`src/i2cs_pkg.sv`:
```
`default_nettype none
package i2cs_pkg;
  // register byte offsets
  localparam logic [7:0] OFF_CTRL = 8'h00;
  localparam logic [7:0] OFF_STAT = 8'h04;
  localparam logic [7:0] OFF_DATA = 8'h08;
  localparam logic [7:0] OFF_ADDR = 8'h0c;
  // control register bit positions
  localparam int CTRL_ENABLE = 0;
  localparam int CTRL_IRQ_EN = 1;
  localparam int CTRL_MASTER = 2;
  localparam int CTRL_TXSEL = 3;
  localparam int CTRL_BUSY = 4;
  localparam int CTRL_IRQ = 5;
  localparam int CTRL_WAIT = 6;
  localparam int CTRL_XEND = 7;
  // status register bit positions
  localparam int STAT_ACK = 0;
  localparam int STAT_TXEMPTY = 1;
  localparam int STAT_RXFULL = 2;
  // slave address register layout
  localparam int ADDR_PRI_LSB = 0;
  localparam int ADDR_FS_BIT = 7;
  localparam int ADDR_SEC_LSB = 8;
  localparam int ADDR_FSX_BIT = 15;
  localparam logic [15:0] ADDR_RST = 16'h0000;
  // frame and bus constants
  localparam logic [3:0] FRAME_BITS = 4'h8;
  localparam logic [1:0] RESP_OKAY = 2'h0;
  localparam logic [1:0] RESP_SLVERR = 2'h2;
  localparam logic [7:0] BYTE_ZERO = 8'h00;
  localparam logic [31:0] WORD_ZERO = 32'h00000000;

  typedef enum logic [3:0] {
    ST_IDLE = 4'b0000,
    ST_ADDR = 4'b0001,
    ST_ADDR_ACK = 4'b0010,
    ST_TX_LOAD = 4'b0011,
    ST_TX_BIT = 4'b0100,
    ST_TX_ACK = 4'b0101,
    ST_RX_BIT = 4'b0110,
    ST_RX_ACK = 4'b0111,
    ST_RX_HOLD = 4'b1000
  } i2cs_state_e;
endpackage
`default_nettype wire

```
`src/i2cs_top.sv`:
```
// Contract
// - Matching address in first frame: ack low on ninth clock, set irq flag.
// - Irq flag set with irq enable high raises the interrupt output.
// - Read/write bit one sets transmit select and enters slave transmit.
// - Entering transmit sets tx empty and holds SCL low until data written.
// - Data write clears tx empty; load to shifter sets empty, irq, end again.
// - Irq flag sets at the rise of the ninth transmit clock.
// - Tx empty at frame end: stretch SCL low until new data written.
// - Master acknowledge bit is stored in the ack status bit.
// - Tx empty clear at frame end: load buffered byte, set flags again.
// - Stop condition clears the bus busy flag.
// - Irq set moment depends on wait mode and the format selects; here on wait mode in receive only, the format selects just gate the address compare.
// - Tx empty or rx full after a frame holds SCL low, clock synchronous.
// - Start condition sets the bus busy flag.
// - Rx full already set: hold SCL low until data register read.
// - Data read plus irq flag clear clears rx full.
//
// Design decisions made here: the AXI4-Lite interface to the registers and the register addresses.
`timescale 1ns/1ps
`default_nettype none
module i2cs_top
  import i2cs_pkg::*;
(
  input wire logic mclk,
  input wire logic sys_rst,
  input wire logic [7:0] awaddr,
  input wire logic awvalid,
  output logic awready,
  input wire logic [31:0] wdata,
  input wire logic [3:0] wstrb,
  input wire logic wvalid,
  output logic wready,
  output logic [1:0] bresp,
  output logic bvalid,
  input wire logic bready,
  input wire logic [7:0] araddr,
  input wire logic arvalid,
  output logic arready,
  output logic [31:0] rdata,
  output logic [1:0] rresp,
  output logic rvalid,
  input wire logic rready,
  input wire logic sclIn,
  output logic sclOut,
  output logic sclOe,
  input wire logic sdaIn,
  output logic sdaOut,
  output logic sdaOe,
  output logic irqOut
);
  logic regWr;
  logic [7:0] regWrAddr;
  logic [31:0] regWrData;
  logic [3:0] regWrStrb;
  logic regWrErr;
  logic regRd;
  logic [7:0] regRdAddr;
  logic [31:0] regRdData;
  logic regRdErr;
  logic [1:0] pinSync;
  logic sclS;
  logic sdaS;
  logic sclPrev;
  logic sdaPrev;
  logic sclRise;
  logic sclFall;
  logic startDet;
  logic stopDet;
  logic wrCtrl;
  logic wrStat;
  logic wrData;
  logic wrAddrReg;
  logic rdData;
  i2cs_state_e state;
  i2cs_state_e next_state;
  logic ifEnable, irqEnable, masterSel, txSel, busBusy, irqFlag, waitMode, xferEnd;
  logic next_ifEnable, next_irqEnable, next_masterSel, next_txSel;
  logic next_busBusy, next_irqFlag, next_waitMode, next_xferEnd;
  logic ackStatus, txEmpty, rxFull, rxReadSeen;
  logic next_ackStatus, next_txEmpty, next_rxFull, next_rxReadSeen;
  logic [15:0] ownAddr;
  logic [15:0] next_ownAddr;
  logic [7:0] txBuf, txShift, rxShift, rxData;
  logic [7:0] next_txBuf, next_txShift, next_rxShift, next_rxData;
  logic [3:0] bitCnt;
  logic [3:0] next_bitCnt;
  logic next_sclOe;
  logic next_sdaOe;
  logic next_irqOut;

  // byte-lane merge of a 16-bit register
  function automatic logic [15:0] mergeBytes(input logic [15:0] old,
                                             input logic [31:0] wd,
                                             input logic [3:0] strb);
    logic [15:0] res;
    res = old;
    if (strb[0])
      res[7:0] = wd[7:0];
    if (strb[1])
      res[15:8] = wd[15:8];
    return res;
  endfunction

  // address compare, disabled by its format select
  function automatic logic addrMatch(input logic [6:0] got,
                                     input logic [6:0] mine,
                                     input logic fmtSel);
    return (~fmtSel) & (got == mine);
  endfunction

  i2cs_axil u_axil (
    .mclk(mclk),
    .sys_rst(sys_rst),
    .awaddr(awaddr),
    .awvalid(awvalid),
    .awready(awready),
    .wdata(wdata),
    .wstrb(wstrb),
    .wvalid(wvalid),
    .wready(wready),
    .bresp(bresp),
    .bvalid(bvalid),
    .bready(bready),
    .araddr(araddr),
    .arvalid(arvalid),
    .arready(arready),
    .rdata(rdata),
    .rresp(rresp),
    .rvalid(rvalid),
    .rready(rready),
    .regWr(regWr),
    .regWrAddr(regWrAddr),
    .regWrData(regWrData),
    .regWrStrb(regWrStrb),
    .regWrErr(regWrErr),
    .regRd(regRd),
    .regRdAddr(regRdAddr),
    .regRdData(regRdData),
    .regRdErr(regRdErr)
  );

  i2cs_sync #(.W(2), .RST_VAL(2'h3)) u_sync (
    .mclk(mclk),
    .sys_rst(sys_rst),
    .d({sclIn, sdaIn}),
    .q(pinSync)
  );

  // bus line edges and conditions
  assign sclS = pinSync[1];
  assign sdaS = pinSync[0];
  assign sclRise = sclS & ~sclPrev;
  assign sclFall = ~sclS & sclPrev;
  assign startDet = sclS & sclPrev & sdaPrev & ~sdaS;
  assign stopDet = sclS & sclPrev & ~sdaPrev & sdaS;

  // register decode
  assign wrCtrl = regWr & (regWrAddr == OFF_CTRL) & regWrStrb[0];
  assign wrStat = regWr & (regWrAddr == OFF_STAT) & regWrStrb[0];
  assign wrData = regWr & (regWrAddr == OFF_DATA) & regWrStrb[0];
  assign wrAddrReg = regWr & (regWrAddr == OFF_ADDR);
  assign rdData = regRd & (regRdAddr == OFF_DATA);
  assign regWrErr = ~((regWrAddr == OFF_CTRL) | (regWrAddr == OFF_STAT) |
                      (regWrAddr == OFF_DATA) | (regWrAddr == OFF_ADDR));

  // read mux; unmapped answers error with zero data
  always_comb
  begin
    regRdData = WORD_ZERO;
    regRdErr = 1'b0;
    case (regRdAddr)
      OFF_CTRL:
      begin
        regRdData[CTRL_ENABLE] = ifEnable;
        regRdData[CTRL_IRQ_EN] = irqEnable;
        regRdData[CTRL_MASTER] = masterSel;
        regRdData[CTRL_TXSEL] = txSel;
        regRdData[CTRL_BUSY] = busBusy;
        regRdData[CTRL_IRQ] = irqFlag;
        regRdData[CTRL_WAIT] = waitMode;
        regRdData[CTRL_XEND] = xferEnd;
      end
      OFF_STAT:
      begin
        regRdData[STAT_ACK] = ackStatus;
        regRdData[STAT_TXEMPTY] = txEmpty;
        regRdData[STAT_RXFULL] = rxFull;
      end
      OFF_DATA: regRdData[7:0] = rxData;
      OFF_ADDR: regRdData[15:0] = ownAddr;
      default: regRdErr = 1'b1;
    endcase
  end

  // software writes first, then bus events so that hardware sets win, except tx empty, which yields to a same-cycle data write
  always_comb
  begin
    next_state = state;
    next_ifEnable = ifEnable;
    next_irqEnable = irqEnable;
    next_masterSel = masterSel;
    next_txSel = txSel;
    next_busBusy = busBusy;
    next_irqFlag = irqFlag;
    next_waitMode = waitMode;
    next_xferEnd = xferEnd;
    next_ackStatus = ackStatus;
    next_txEmpty = txEmpty;
    next_rxFull = rxFull;
    next_rxReadSeen = rxReadSeen;
    next_ownAddr = ownAddr;
    next_txBuf = txBuf;
    next_txShift = txShift;
    next_rxShift = rxShift;
    next_rxData = rxData;
    next_bitCnt = bitCnt;
    next_sclOe = sclOe;
    next_sdaOe = sdaOe;
    if (wrCtrl)
    begin
      next_ifEnable = regWrData[CTRL_ENABLE];
      next_irqEnable = regWrData[CTRL_IRQ_EN];
      next_masterSel = regWrData[CTRL_MASTER];
      next_txSel = regWrData[CTRL_TXSEL];
      next_waitMode = regWrData[CTRL_WAIT];
      if (!regWrData[CTRL_IRQ])
        next_irqFlag = 1'b0;
      if (!regWrData[CTRL_XEND])
        next_xferEnd = 1'b0;
    end
    if (wrStat)
      next_ackStatus = regWrData[STAT_ACK];
    if (wrAddrReg)
      next_ownAddr = mergeBytes(ownAddr, regWrData, regWrStrb);
    if (wrData)
    begin
      next_txBuf = regWrData[7:0];
      next_txEmpty = 1'b0;
    end
    if (rdData)
      next_rxReadSeen = 1'b1;
    if (rxReadSeen && !irqFlag)
    begin
      next_rxFull = 1'b0;
      next_rxReadSeen = 1'b0;
    end
    if (startDet)
      next_busBusy = 1'b1;
    if (stopDet)
      next_busBusy = 1'b0;
    if (!ifEnable)
    begin
      next_state = ST_IDLE;
      next_sclOe = 1'b0;
      next_sdaOe = 1'b0;
      next_txEmpty = 1'b0;
      next_rxFull = 1'b0;
    end
    else if (stopDet)
    begin
      next_state = ST_IDLE;
      next_sclOe = 1'b0;
      next_sdaOe = 1'b0;
    end
    else if (startDet)
    begin
      next_state = ST_ADDR;
      next_bitCnt = 4'h0;
      next_sclOe = 1'b0;
      next_sdaOe = 1'b0;
    end
    else
    begin
      unique case (state)
        ST_IDLE: next_sdaOe = 1'b0;
        ST_ADDR:
        begin
          if (sclRise)
          begin
            next_rxShift = {rxShift[6:0], sdaS};
            next_bitCnt = bitCnt + 4'h1;
          end
          if (sclFall && bitCnt == FRAME_BITS)
          begin
            if (addrMatch(rxShift[7:1], ownAddr[ADDR_PRI_LSB +: 7], ownAddr[ADDR_FS_BIT]) ||
                addrMatch(rxShift[7:1], ownAddr[ADDR_SEC_LSB +: 7], ownAddr[ADDR_FSX_BIT]))
            begin
              next_sdaOe = 1'b1;
              next_txSel = rxShift[0];
              next_state = ST_ADDR_ACK;
            end
            else
              next_state = ST_IDLE;
          end
        end
        ST_ADDR_ACK:
        begin
          if (sclRise)
            next_irqFlag = 1'b1;
          if (sclFall)
          begin
            next_sdaOe = 1'b0;
            next_bitCnt = 4'h0;
            if (txSel)
            begin
              next_state = ST_TX_LOAD;
              next_sclOe = 1'b1;
              if (!wrData)
                next_txEmpty = 1'b1;
            end
            else
              next_state = ST_RX_BIT;
          end
        end
        ST_TX_LOAD:
        begin
          if (!txEmpty && !wrData)
          begin
            next_txShift = txBuf;
            next_txEmpty = 1'b1;
            next_irqFlag = 1'b1;
            next_xferEnd = 1'b1;
            next_sdaOe = ~txBuf[7];
            next_sclOe = 1'b0;
            next_bitCnt = 4'h0;
            next_state = ST_TX_BIT;
          end
          else
            next_sclOe = 1'b1;
        end
        ST_TX_BIT:
        begin
          if (sclRise)
            next_bitCnt = bitCnt + 4'h1;
          if (sclFall)
          begin
            if (bitCnt == FRAME_BITS)
            begin
              next_sdaOe = 1'b0;
              next_state = ST_TX_ACK;
            end
            else
            begin
              next_txShift = {txShift[6:0], 1'b1};
              next_sdaOe = ~txShift[6];
            end
          end
        end
        ST_TX_ACK:
        begin
          if (sclRise)
          begin
            next_ackStatus = sdaS;
            next_irqFlag = 1'b1;
          end
          if (sclFall)
          begin
            next_sclOe = txEmpty;
            next_state = ST_TX_LOAD;
          end
        end
        ST_RX_BIT:
        begin
          if (sclRise)
          begin
            next_rxShift = {rxShift[6:0], sdaS};
            next_bitCnt = bitCnt + 4'h1;
          end
          if (sclFall && bitCnt == FRAME_BITS)
          begin
            if (waitMode)
              next_irqFlag = 1'b1;
            if (rxFull)
            begin
              next_sclOe = 1'b1;
              next_state = ST_RX_HOLD;
            end
            else
            begin
              next_rxData = rxShift;
              next_rxFull = 1'b1;
              next_sdaOe = ~ackStatus;
              next_state = ST_RX_ACK;
            end
          end
        end
        ST_RX_HOLD:
        begin
          if (!rxFull)
          begin
            next_rxData = rxShift;
            next_rxFull = 1'b1;
            next_sdaOe = ~ackStatus;
            next_sclOe = 1'b0;
            next_state = ST_RX_ACK;
          end
          else
            next_sclOe = 1'b1;
        end
        ST_RX_ACK:
        begin
          if (sclRise && !waitMode)
            next_irqFlag = 1'b1;
          if (sclFall)
          begin
            next_sdaOe = 1'b0;
            next_bitCnt = 4'h0;
            next_state = ST_RX_BIT;
          end
        end
        default: next_state = ST_IDLE;
      endcase
    end
    next_irqOut = next_irqFlag & next_irqEnable;
  end

  always_ff @(posedge mclk)
  begin
    if (sys_rst)
    begin
      state <= ST_IDLE;
      sclPrev <= 1'b1;
      sdaPrev <= 1'b1;
      ifEnable <= 1'b0;
      irqEnable <= 1'b0;
      masterSel <= 1'b0;
      txSel <= 1'b0;
      busBusy <= 1'b0;
      irqFlag <= 1'b0;
      waitMode <= 1'b0;
      xferEnd <= 1'b0;
      ackStatus <= 1'b0;
      txEmpty <= 1'b0;
      rxFull <= 1'b0;
      rxReadSeen <= 1'b0;
      ownAddr <= ADDR_RST;
      txBuf <= BYTE_ZERO;
      txShift <= BYTE_ZERO;
      rxShift <= BYTE_ZERO;
      rxData <= BYTE_ZERO;
      bitCnt <= 4'h0;
      sclOe <= 1'b0;
      sdaOe <= 1'b0;
      sclOut <= 1'b0;
      sdaOut <= 1'b0;
      irqOut <= 1'b0;
    end
    else
    begin
      state <= next_state;
      sclPrev <= sclS;
      sdaPrev <= sdaS;
      ifEnable <= next_ifEnable;
      irqEnable <= next_irqEnable;
      masterSel <= next_masterSel;
      txSel <= next_txSel;
      busBusy <= next_busBusy;
      irqFlag <= next_irqFlag;
      waitMode <= next_waitMode;
      xferEnd <= next_xferEnd;
      ackStatus <= next_ackStatus;
      txEmpty <= next_txEmpty;
      rxFull <= next_rxFull;
      rxReadSeen <= next_rxReadSeen;
      ownAddr <= next_ownAddr;
      txBuf <= next_txBuf;
      txShift <= next_txShift;
      rxShift <= next_rxShift;
      rxData <= next_rxData;
      bitCnt <= next_bitCnt;
      sclOe <= next_sclOe;
      sdaOe <= next_sdaOe;
      sclOut <= 1'b0; // open drain: only ever drives low
      sdaOut <= 1'b0;
      irqOut <= next_irqOut;
    end
  end
endmodule
`default_nettype wire

```
`src/i2cs_sync.sv`:
```
`timescale 1ns/1ps
`default_nettype none
module i2cs_sync
  import i2cs_pkg::*;
#(
  parameter int W = 2,
  parameter logic [W-1:0] RST_VAL = '1
)(
  input wire logic mclk,
  input wire logic sys_rst,
  input wire logic [W-1:0] d,
  output logic [W-1:0] q
);
  logic [W-1:0] stage1;
  logic [W-1:0] next_stage1;
  logic [W-1:0] next_q;

  // two flops, the first read only by the second
  always_comb
  begin
    next_stage1 = d;
    next_q = stage1;
  end

  always_ff @(posedge mclk)
  begin
    if (sys_rst)
    begin
      stage1 <= RST_VAL;
      q <= RST_VAL;
    end
    else
    begin
      stage1 <= next_stage1;
      q <= next_q;
    end
  end
endmodule
`default_nettype wire

```
`src/i2cs_axil.sv`:
```
`timescale 1ns/1ps
`default_nettype none
module i2cs_axil
  import i2cs_pkg::*;
(
  input wire logic mclk,
  input wire logic sys_rst,
  input wire logic [7:0] awaddr,
  input wire logic awvalid,
  output logic awready,
  input wire logic [31:0] wdata,
  input wire logic [3:0] wstrb,
  input wire logic wvalid,
  output logic wready,
  output logic [1:0] bresp,
  output logic bvalid,
  input wire logic bready,
  input wire logic [7:0] araddr,
  input wire logic arvalid,
  output logic arready,
  output logic [31:0] rdata,
  output logic [1:0] rresp,
  output logic rvalid,
  input wire logic rready,
  output logic regWr,
  output logic [7:0] regWrAddr,
  output logic [31:0] regWrData,
  output logic [3:0] regWrStrb,
  input wire logic regWrErr,
  output logic regRd,
  output logic [7:0] regRdAddr,
  input wire logic [31:0] regRdData,
  input wire logic regRdErr
);
  logic awHave;
  logic wHave;
  logic next_awHave;
  logic next_wHave;
  logic [7:0] next_regWrAddr;
  logic [31:0] next_regWrData;
  logic [3:0] next_regWrStrb;
  logic next_awready;
  logic next_wready;
  logic next_bvalid;
  logic [1:0] next_bresp;
  logic next_arready;
  logic next_rvalid;
  logic [31:0] next_rdata;
  logic [1:0] next_rresp;

  // read strobe at the address handshake
  assign regRd = arvalid & arready;
  assign regRdAddr = araddr;
  // write strobe once address and data are both held
  assign regWr = awHave & wHave & ~bvalid;

  // write channel: address and data taken in either order
  always_comb
  begin
    next_awHave = awHave;
    next_wHave = wHave;
    next_regWrAddr = regWrAddr;
    next_regWrData = regWrData;
    next_regWrStrb = regWrStrb;
    next_bvalid = bvalid;
    next_bresp = bresp;
    if (awvalid && awready)
    begin
      next_awHave = 1'b1;
      next_regWrAddr = awaddr;
    end
    if (wvalid && wready)
    begin
      next_wHave = 1'b1;
      next_regWrData = wdata;
      next_regWrStrb = wstrb;
    end
    if (bvalid && bready)
      next_bvalid = 1'b0;
    if (regWr)
    begin
      next_awHave = 1'b0;
      next_wHave = 1'b0;
      next_bvalid = 1'b1;
      next_bresp = regWrErr ? RESP_SLVERR : RESP_OKAY;
    end
    next_awready = ~next_awHave;
    next_wready = ~next_wHave;
  end

  // read channel: one read under way at a time
  always_comb
  begin
    next_arready = arready;
    next_rvalid = rvalid;
    next_rdata = rdata;
    next_rresp = rresp;
    if (rvalid && rready)
    begin
      next_rvalid = 1'b0;
      next_arready = 1'b1;
    end
    if (regRd)
    begin
      next_rvalid = 1'b1;
      next_arready = 1'b0;
      next_rdata = regRdData;
      next_rresp = regRdErr ? RESP_SLVERR : RESP_OKAY;
    end
    // reopen the address channel once no answer is pending
    if (!arready && !next_rvalid)
      next_arready = 1'b1;
  end

  always_ff @(posedge mclk)
  begin
    if (sys_rst)
    begin
      awHave <= 1'b0;
      wHave <= 1'b0;
      regWrAddr <= BYTE_ZERO;
      regWrData <= WORD_ZERO;
      regWrStrb <= 4'h0;
      awready <= 1'b0;
      wready <= 1'b0;
      bvalid <= 1'b0;
      bresp <= RESP_OKAY;
      arready <= 1'b0;
      rvalid <= 1'b0;
      rdata <= WORD_ZERO;
      rresp <= RESP_OKAY;
    end
    else
    begin
      awHave <= next_awHave;
      wHave <= next_wHave;
      regWrAddr <= next_regWrAddr;
      regWrData <= next_regWrData;
      regWrStrb <= next_regWrStrb;
      awready <= next_awready;
      wready <= next_wready;
      bvalid <= next_bvalid;
      bresp <= next_bresp;
      arready <= next_arready;
      rvalid <= next_rvalid;
      rdata <= next_rdata;
      rresp <= next_rresp;
    end
  end
endmodule
`default_nettype wire

```
`config.mk`:
```
export PLATFORM = sky130hd
export DESIGN_NAME = i2cs_top
export DESIGN_NICKNAME = d
export VERILOG_FILES = /design/src/i2cs_pkg.sv /design/src/i2cs_top.sv /design/src/i2cs_sync.sv /design/src/i2cs_axil.sv
export SDC_FILE = /design/constraint.sdc
export NUM_CORES = 1
export LEC_CHECK = 0
export BUFFER_PORTS_ARGS = -buffer_cell sky130_fd_sc_hd__clkbuf_2
export CORE_UTILIZATION = 45
export CTS_BUF_LIST = sky130_fd_sc_hd__clkbuf_8
export DETAILED_ROUTE_END_ITERATION = 16
export PLACE_DENSITY = 0.67
export SYNTH_ARGS = -nofsm -noshare
export SYNTH_HDL_FRONTEND = slang
export SYNTH_SLANG_ARGS = --single-unit
```
`constraint.sdc`:
```
create_clock -name mclk -period 2.1 [get_ports mclk]
set_input_delay 0.315 -clock mclk [delete_from_list [all_inputs] [get_ports mclk]]
set_output_delay 0.315 -clock mclk [all_outputs]
set_load 0.02 [all_outputs]
```
### After elaboration in Yosys (flattened, before gate mapping)

Cells that the tools add are included.

| word-level totals | value |
|---|---|
| register bits | 129 |
| input bits | 61 |
| output and inout bits | 46 |
| word-level logic and storage cells | 276 |

| cells by class | value |
|---|---|
| add/sub/neg operators | 1 |
| equality and inequality tests | 43 |
| multiplexer cells | 105 |
| bitwise logic cells | 40 |
| reductions and logical operators | 46 |

Operator list:

| kind | count |
|---|---|
| $mux W1 | 70 |
| $mux W4 | 14 |
| $pmux W4 S9 | 1 |
| $eq A8 B4 Y1 const B | 4 |
| $ne A2 B2 Y1 const B | 14 |
| $ne A3 B3 Y1 const B | 9 |
| $mux W8 | 3 |
| $and A1 B1 Y1 | 21 |
| $mux W7 | 3 |
| $reduce_and A10 Y1 | 2 |
| $eq A4 B3 Y1 const B | 4 |
| $eq A8 B3 Y1 const B | 2 |
| $logic_not A8 Y1 | 2 |
| $not A1 Y1 | 16 |
| $pmux W8 S2 | 1 |
| $pmux W5 S3 | 1 |
| $eq A7 B7 Y1 | 2 |
| $pmux W7 S2 | 1 |
| $reduce_and A7 Y1 | 2 |
| $pmux W3 S4 | 1 |
| $pmux W4 S3 | 1 |
| $reduce_and A6 Y1 | 2 |
| $reduce_or A2 Y1 | 6 |
| $reduce_and A5 Y1 | 2 |
| 25 further kinds | 51 |

### Depth between registers and ports, before layout

| depth | value |
|---|---|
| depth after elaboration | 12 |
| mapped depth | 9 |
| gate-level depth less buffers | 8 |

### Hierarchy

From an unflattened synthesis, not the netlist that was laid out.

| unflattened totals | value |
|---|---|
| cells, all modules | 832 |
| area, all modules | 7213.2 sq um |

Modules (own cells, without submodules):

| module | instances | cells an instance | area each (sq um) | seq. area each (sq um) |
|---|---|---|---|---|
| i2cs_top | 1 | 451 | 3922.5 | 1441.4 |
| i2cs_axil | 1 | 373 | 3185.6 | 1701.6 |
| i2cs_sync | 1 | 8 | 105.1 | 80.1 |

### Worst setup path after synthesis

Ideal clock, no wire load.

| path | value |
|---|---|
| path type | register to register |
| from | register u_axil.bvalid |
| to | register txShift[4] |
| library setup time | 86 ps |
| arrival time | 1821 ps |
| required time | 2014 ps |
| slack | 193 ps |
| cell stages (with the launch flop) | 10 |
| path buffers | 3 |
| clock period less this slack | 1907 ps |
| cell sequence | dfxtp_1 -> and3b_1 -> buf_6 -> and4_1 -> buf_4 -> nor3_2 -> o21ba_2 -> buf_4 -> nor2_1 -> a211oi_1 |

| between the ends | value |
|---|---|
| cells in the longest elaborated chain, start to end | 8 |

RTL lines:

| what | RTL line | source |
|---|---|---|
| from (decl) | i2cs_axil.sv:16 | `output logic bvalid,` |
| from (signal assigned) | i2cs_axil.sv:142 | `bvalid <= next_bvalid;` |
| $not A1 Y1 | i2cs_axil.sv:55 | `assign regWr = awHave & wHave & ~bvalid;` |
| $and A1 B1 Y1 | i2cs_axil.sv:55 |  |
| $and A1 B1 Y1 (2 in a row) | i2cs_top.sv:160 | `assign wrData = regWr & (regWrAddr == OFF_DATA) & regWrStrb[0];` |
| $logic_not A1 Y1 | i2cs_top.sv:317 | `if (!txEmpty && !wrData)` |
| $logic_and A1 B1 Y1 | i2cs_top.sv:317 |  |
| $ne A2 B2 Y1 (no source line) | -- |  |
| $reduce_and A7 Y1 (no source line) | -- |  |
| to (signal assigned) | i2cs_top.sv:467 | `txShift <= next_txShift;` |
| to (decl) | i2cs_top.sv:83 | `logic [7:0] txBuf, txShift, rxShift, rxData;` |

Every way passes these cells.
A chain may end at the register's enable or synchronous reset.

### Final worst setup path

| path | value |
|---|---|
| from | register bitCnt[0] |
| to | register state[1] |

| between the ends | value |
|---|---|
| cells in the longest elaborated chain, start to end | 4 |
| elaborated cells between the ends (all ways) | 6 |
| classes of those cells | 4 x eq/ne; 2 x reduce/logical |

RTL lines:

| what | RTL line | source |
|---|---|---|
| from (decl) | i2cs_top.sv:85 | `logic [3:0] bitCnt;` |
| from (signal assigned) | i2cs_top.sv:470 | `bitCnt <= next_bitCnt;` |
| $eq A4 B4 Y1 * | i2cs_top.sv:283, i2cs_top.sv:337, i2cs_top.sv:369 |  |
| $logic_and A1 B1 Y1 | i2cs_top.sv:283, i2cs_top.sv:369 |  |
| $ne A2 B2 Y1 (no source line) | -- |  |
| $reduce_and A10 Y1 (no source line) * | -- |  |
| to (signal assigned) | i2cs_top.sv:450 | `state <= next_state;` |
| to (decl) | i2cs_top.sv:74 | `i2cs_state_e state;` |

Mark *: on every way between the ends. The rest lies on a longest branch, timed or not.

==> flow_metrics.env <==
export IMPL_vias=4898
export IMPL_cp_max_fo=4
export IMPL_status="finished clean"
export IMPL_hp_class="input port to flip-flop"
export IMPL_drtAntennaViolNets=0
export IMPL_cp_data_arrival_time_ps=2400
export IMPL_post_route_util_pct=56.8
export IMPL_cts_max_level=4
export IMPL_diodes=0
export IMPL_area_delta_synth_final_pct=20.5
export IMPL_crit_type="flip-flop to flip-flop"
export IMPL_cts_path_max_buffers=2
export IMPL_critPathLaunchType="flip-flop"
export IMPL_synth_cells=655
export IMPL_track_usage_pct=22.4
export IMPL_tightestPinTransition_ps=569
export IMPL_fmax_ghz=0.483
export IMPL_cts_sinks=127
export IMPL_rsz0062_at_grt="true"
export IMPL_layout_min_cycle_time_ps=2070
export IMPL_drt_iter0_drc=342
export IMPL_maxSlewHeadroom_pct=61.9
export IMPL_drt_total_wl_um=14000
export IMPL_worst_slack_ps=29.7
export IMPL_finalSetupTns_ps=0
export IMPL_hpwl_um=10000
export IMPL_grt_pass1_wl_um=22800
export IMPL_peakVddDrop_v=0.000435
export IMPL_rows=40
export IMPL_clk_pin_slew_ps=80
export IMPL_syn_area_um2=5750
export IMPL_cts_tree="built"
export IMPL_grt_overflow=0
export IMPL_routedWlPerCell_um=15.0
export IMPL_crit_chain="inv_2 -> ha_1 -> nand3b_1 -> buf_4 -> nor2_1 -> o311ai_2 -> nor3b_4 -> and4bb_2 -> nor3_1"
export IMPL_crit_path_top_delay_cell="dfxtp_2"
export IMPL_required_ps=2430
export IMPL_timing_final_crit_share_pct=98.6
export IMPL_critical_path_top_delay_family="simple AND/OR/NAND/NOR gates"
export IMPL_drc_errors=0
export IMPL_drive_above_1_share_pct=24.6
export IMPL_power_density_nw_per_um2=739
export IMPL_fin_skew_ps=13.4
export IMPL_root_buffer="clkbuf_8"
export IMPL_worst_hold_slack_ps=51.6
export IMPL_drt_pass1_iterations=5
export IMPL_slowest_delay_ps=350
export IMPL_dieArea_um2=13200
export IMPL_ys_ff_latch=127
export IMPL_final_hold_viol_count=0
export IMPL_start_util_pct=47.1
export IMPL_grt_pass1_vias=4693
export IMPL_ioPinCount=107
export IMPL_ys_seq_area_share_pct=44.2
export IMPL_core_um2=12200
export IMPL_setup_violations=0
export IMPL_dpl_cell_count=896
export IMPL_viasPerCell=5.26
export IMPL_final_nets=813
export IMPL_clkLatencyLatePin_ps=440
export IMPL_port_buffers=68
export IMPL_yosysUniqueCellTypes=72
export IMPL_cap_violations=0
export IMPL_cp_end_kind="flip-flop"
export IMPL_antenna_found_initial=0
export IMPL_die_x_um=115
export IMPL_p_leak_nw=2.79
export IMPL_ys_flop_type="dfxtp_1"
export IMPL_yosysWarnings=0
export IMPL_pre_cts_ws_ps=67.0
export IMPL_async_reset_ff_share_pct=0
export IMPL_gp_congestion=0.874
export IMPL_die_h_um=115
export IMPL_synth_avg_cell_area_um2=8.78
export IMPL_final_cells=931
export IMPL_drv_slew=0
export IMPL_grt_max_degree=103
export IMPL_cts_buffers=17
export IMPL_synth_edff_count=0
export IMPL_cp_num_buf_inv=2
## cell families (layout without fill, tap and decap cells)
group	count (synthesis)	count (layout)	share of synthesized area, %
simple gates	268	268	23.0
flops	127	127	44.2
compound gates	121	121	13.4
buf+inv	66	155	6.35
mux	54	54	10.1
xor+xnor	16	16	2.44
fa+ha+maj	2	2	0.435
other cells	1	20	0.0652
## cell usage in the layout (no fill, tap or decap), types with 4 or more instances in the layout
| cell | Yosys | routed |
|---|---|---|
| inv_1 | 9 | 8 |
| nand3_1 | 13 | 13 |
| a21oi_1 | 54 | 54 |
| nor3_1 | 11 | 11 |
| clkinv_4 | 0 | 4 |
| a31oi_1 | 4 | 4 |
| xor2_1 | 16 | 16 |
| or2_2 | 6 | 6 |
| nor2b_1 | 7 | 7 |
| nor4_1 | 7 | 6 |
| bufinv_16 | 0 | 4 |
| nor3b_1 | 4 | 4 |
| nor2_1 | 83 | 83 |
| o21ai_0 | 19 | 19 |
| dfxtp_1 | 127 | 122 |
| nand2b_1 | 5 | 5 |
| a22o_2 | 8 | 8 |
| o22ai_1 | 4 | 4 |
| buf_4 | 23 | 44 |
| mux2i_1 | 50 | 50 |
| nand2_1 | 90 | 90 |
| dfxtp_2 | 0 | 5 |
| conb_1 | 1 | 20 |
| a211oi_1 | 10 | 10 |
| clkbuf_8 | 0 | 18 |
| clkbuf_2 | 0 | 67 |
## sequential cells by signal, indices dropped and copies added (netlist names), 2 cells and up
| signal | count |
|---|---|
| bitCnt | 4 |
| rxShift | 8 |
| state | 4 |
| u_axil.regWrStrb | 2 |
| u_axil.regWrAddr | 8 |
| txShift | 7 |
| rxData | 8 |
| ownAddr | 16 |
| u_sync.q | 2 |
| txBuf | 8 |
| u_axil.regWrData | 16 |
| u_sync.next_q | 2 |
| u_axil.rdata | 16 |
## synth_stat cells (all sizes together) (3+ instances only)
cell | number | area share, %
dfxtp | 127 | 44
nand2 | 90 | 5.9
nor2 | 86 | 5.8
a21oi | 54 | 4.7
mux2i | 50 | 8.7
buf | 36 | 4.4
clkbuf | 21 | 1.4
o21ai | 20 | 1.7
xor2 | 16 | 2.4
nand3 | 13 | 1.1
nor3 | 12 | 1.1
a22o | 11 | 1.8
a211oi | 10 | 1.3
inv | 9 | 0.59
nor4 | 9 | 1.3
or2 | 8 | 0.87
nor2b | 7 | 0.76
nand2b | 6 | 0.78
nor3b | 5 | 0.74
a311oi | 4 | 0.72
a31oi | 4 | 0.43
and2 | 4 | 0.48
nor4b | 4 | 0.61
o22ai | 4 | 0.43
or4 | 4 | 0.59
and3 | 3 | 0.33
mux4 | 3 | 1.2
nand4 | 3 | 0.43
## power by group
| part | leakage [nW] | internal [mW] | switching [mW] |
|---|---|---|---|
| Clock | 0.223 | 1.35 | 1.03 |
| Combinational | 1.54 | 0.0922 | 0.164 |
| Sequential | 1.03 | 2.45 | 0.0414 |
| Total | 2.79 | 3.89 | 1.24 |
## path summary, 6_finish.rpt
check,startpoint,end,slack [ps],cells past startpoint
worst min-delay path,sclIn,u_sync.next_q[1]$_SDFF_PP1_,50,2
worst min register to register,u_sync.next_q[0]$_SDFF_PP1_,u_sync.q[0]$_SDFF_PP1_,420,1
worst max register to register,bitCnt[0]$_SDFFE_PP0P_,state[1]$_SDFFE_PP0P_,30,9
worst max-delay path,bitCnt[0]$_SDFFE_PP0P_,state[1]$_SDFFE_PP0P_,30,9
## area by class of cell
class / count / area [um^2]
inverter: 9 / 33.8
tap: 168 / 210
multi-input combinational: 481 / 2960
clock inverter: 14 / 206
fill: 1121 / 5280
timing repair buffer: 114 / 726
sequential: 127 / 2550
clock buffer: 18 / 248
## through the flow
stage | power (mW) | area [um^2]
finish | 5.13 | 6930
global route | 5.30 | 6930
CTS | 5.16 | 6870
detailed placement | 2.80 | 6410
global placement | 2.79 | 6410
floorplan | 2.73 | 5820
## layer usage
| layer | track usage, % | vias up | routed length, um |
|---|---|---|---|
| met5 | 0 | - | 0 |
| li1 | - | 2437 | - |
| met1 | 30.0 | 2284 | 6570 |
| met4 | 8.14 | 0 | 250 |
| met2 | 35.3 | 154 | 6370 |
| met3 | 5.11 | 23 | 815 |
## timing repair
action                     CTS  global route
resized for setup            0            11
hold buffers                 0             0
setup endpoints to repair    0            24
setup buffers                0             3
No activity file was read; power rests on OpenSTA's default activity.
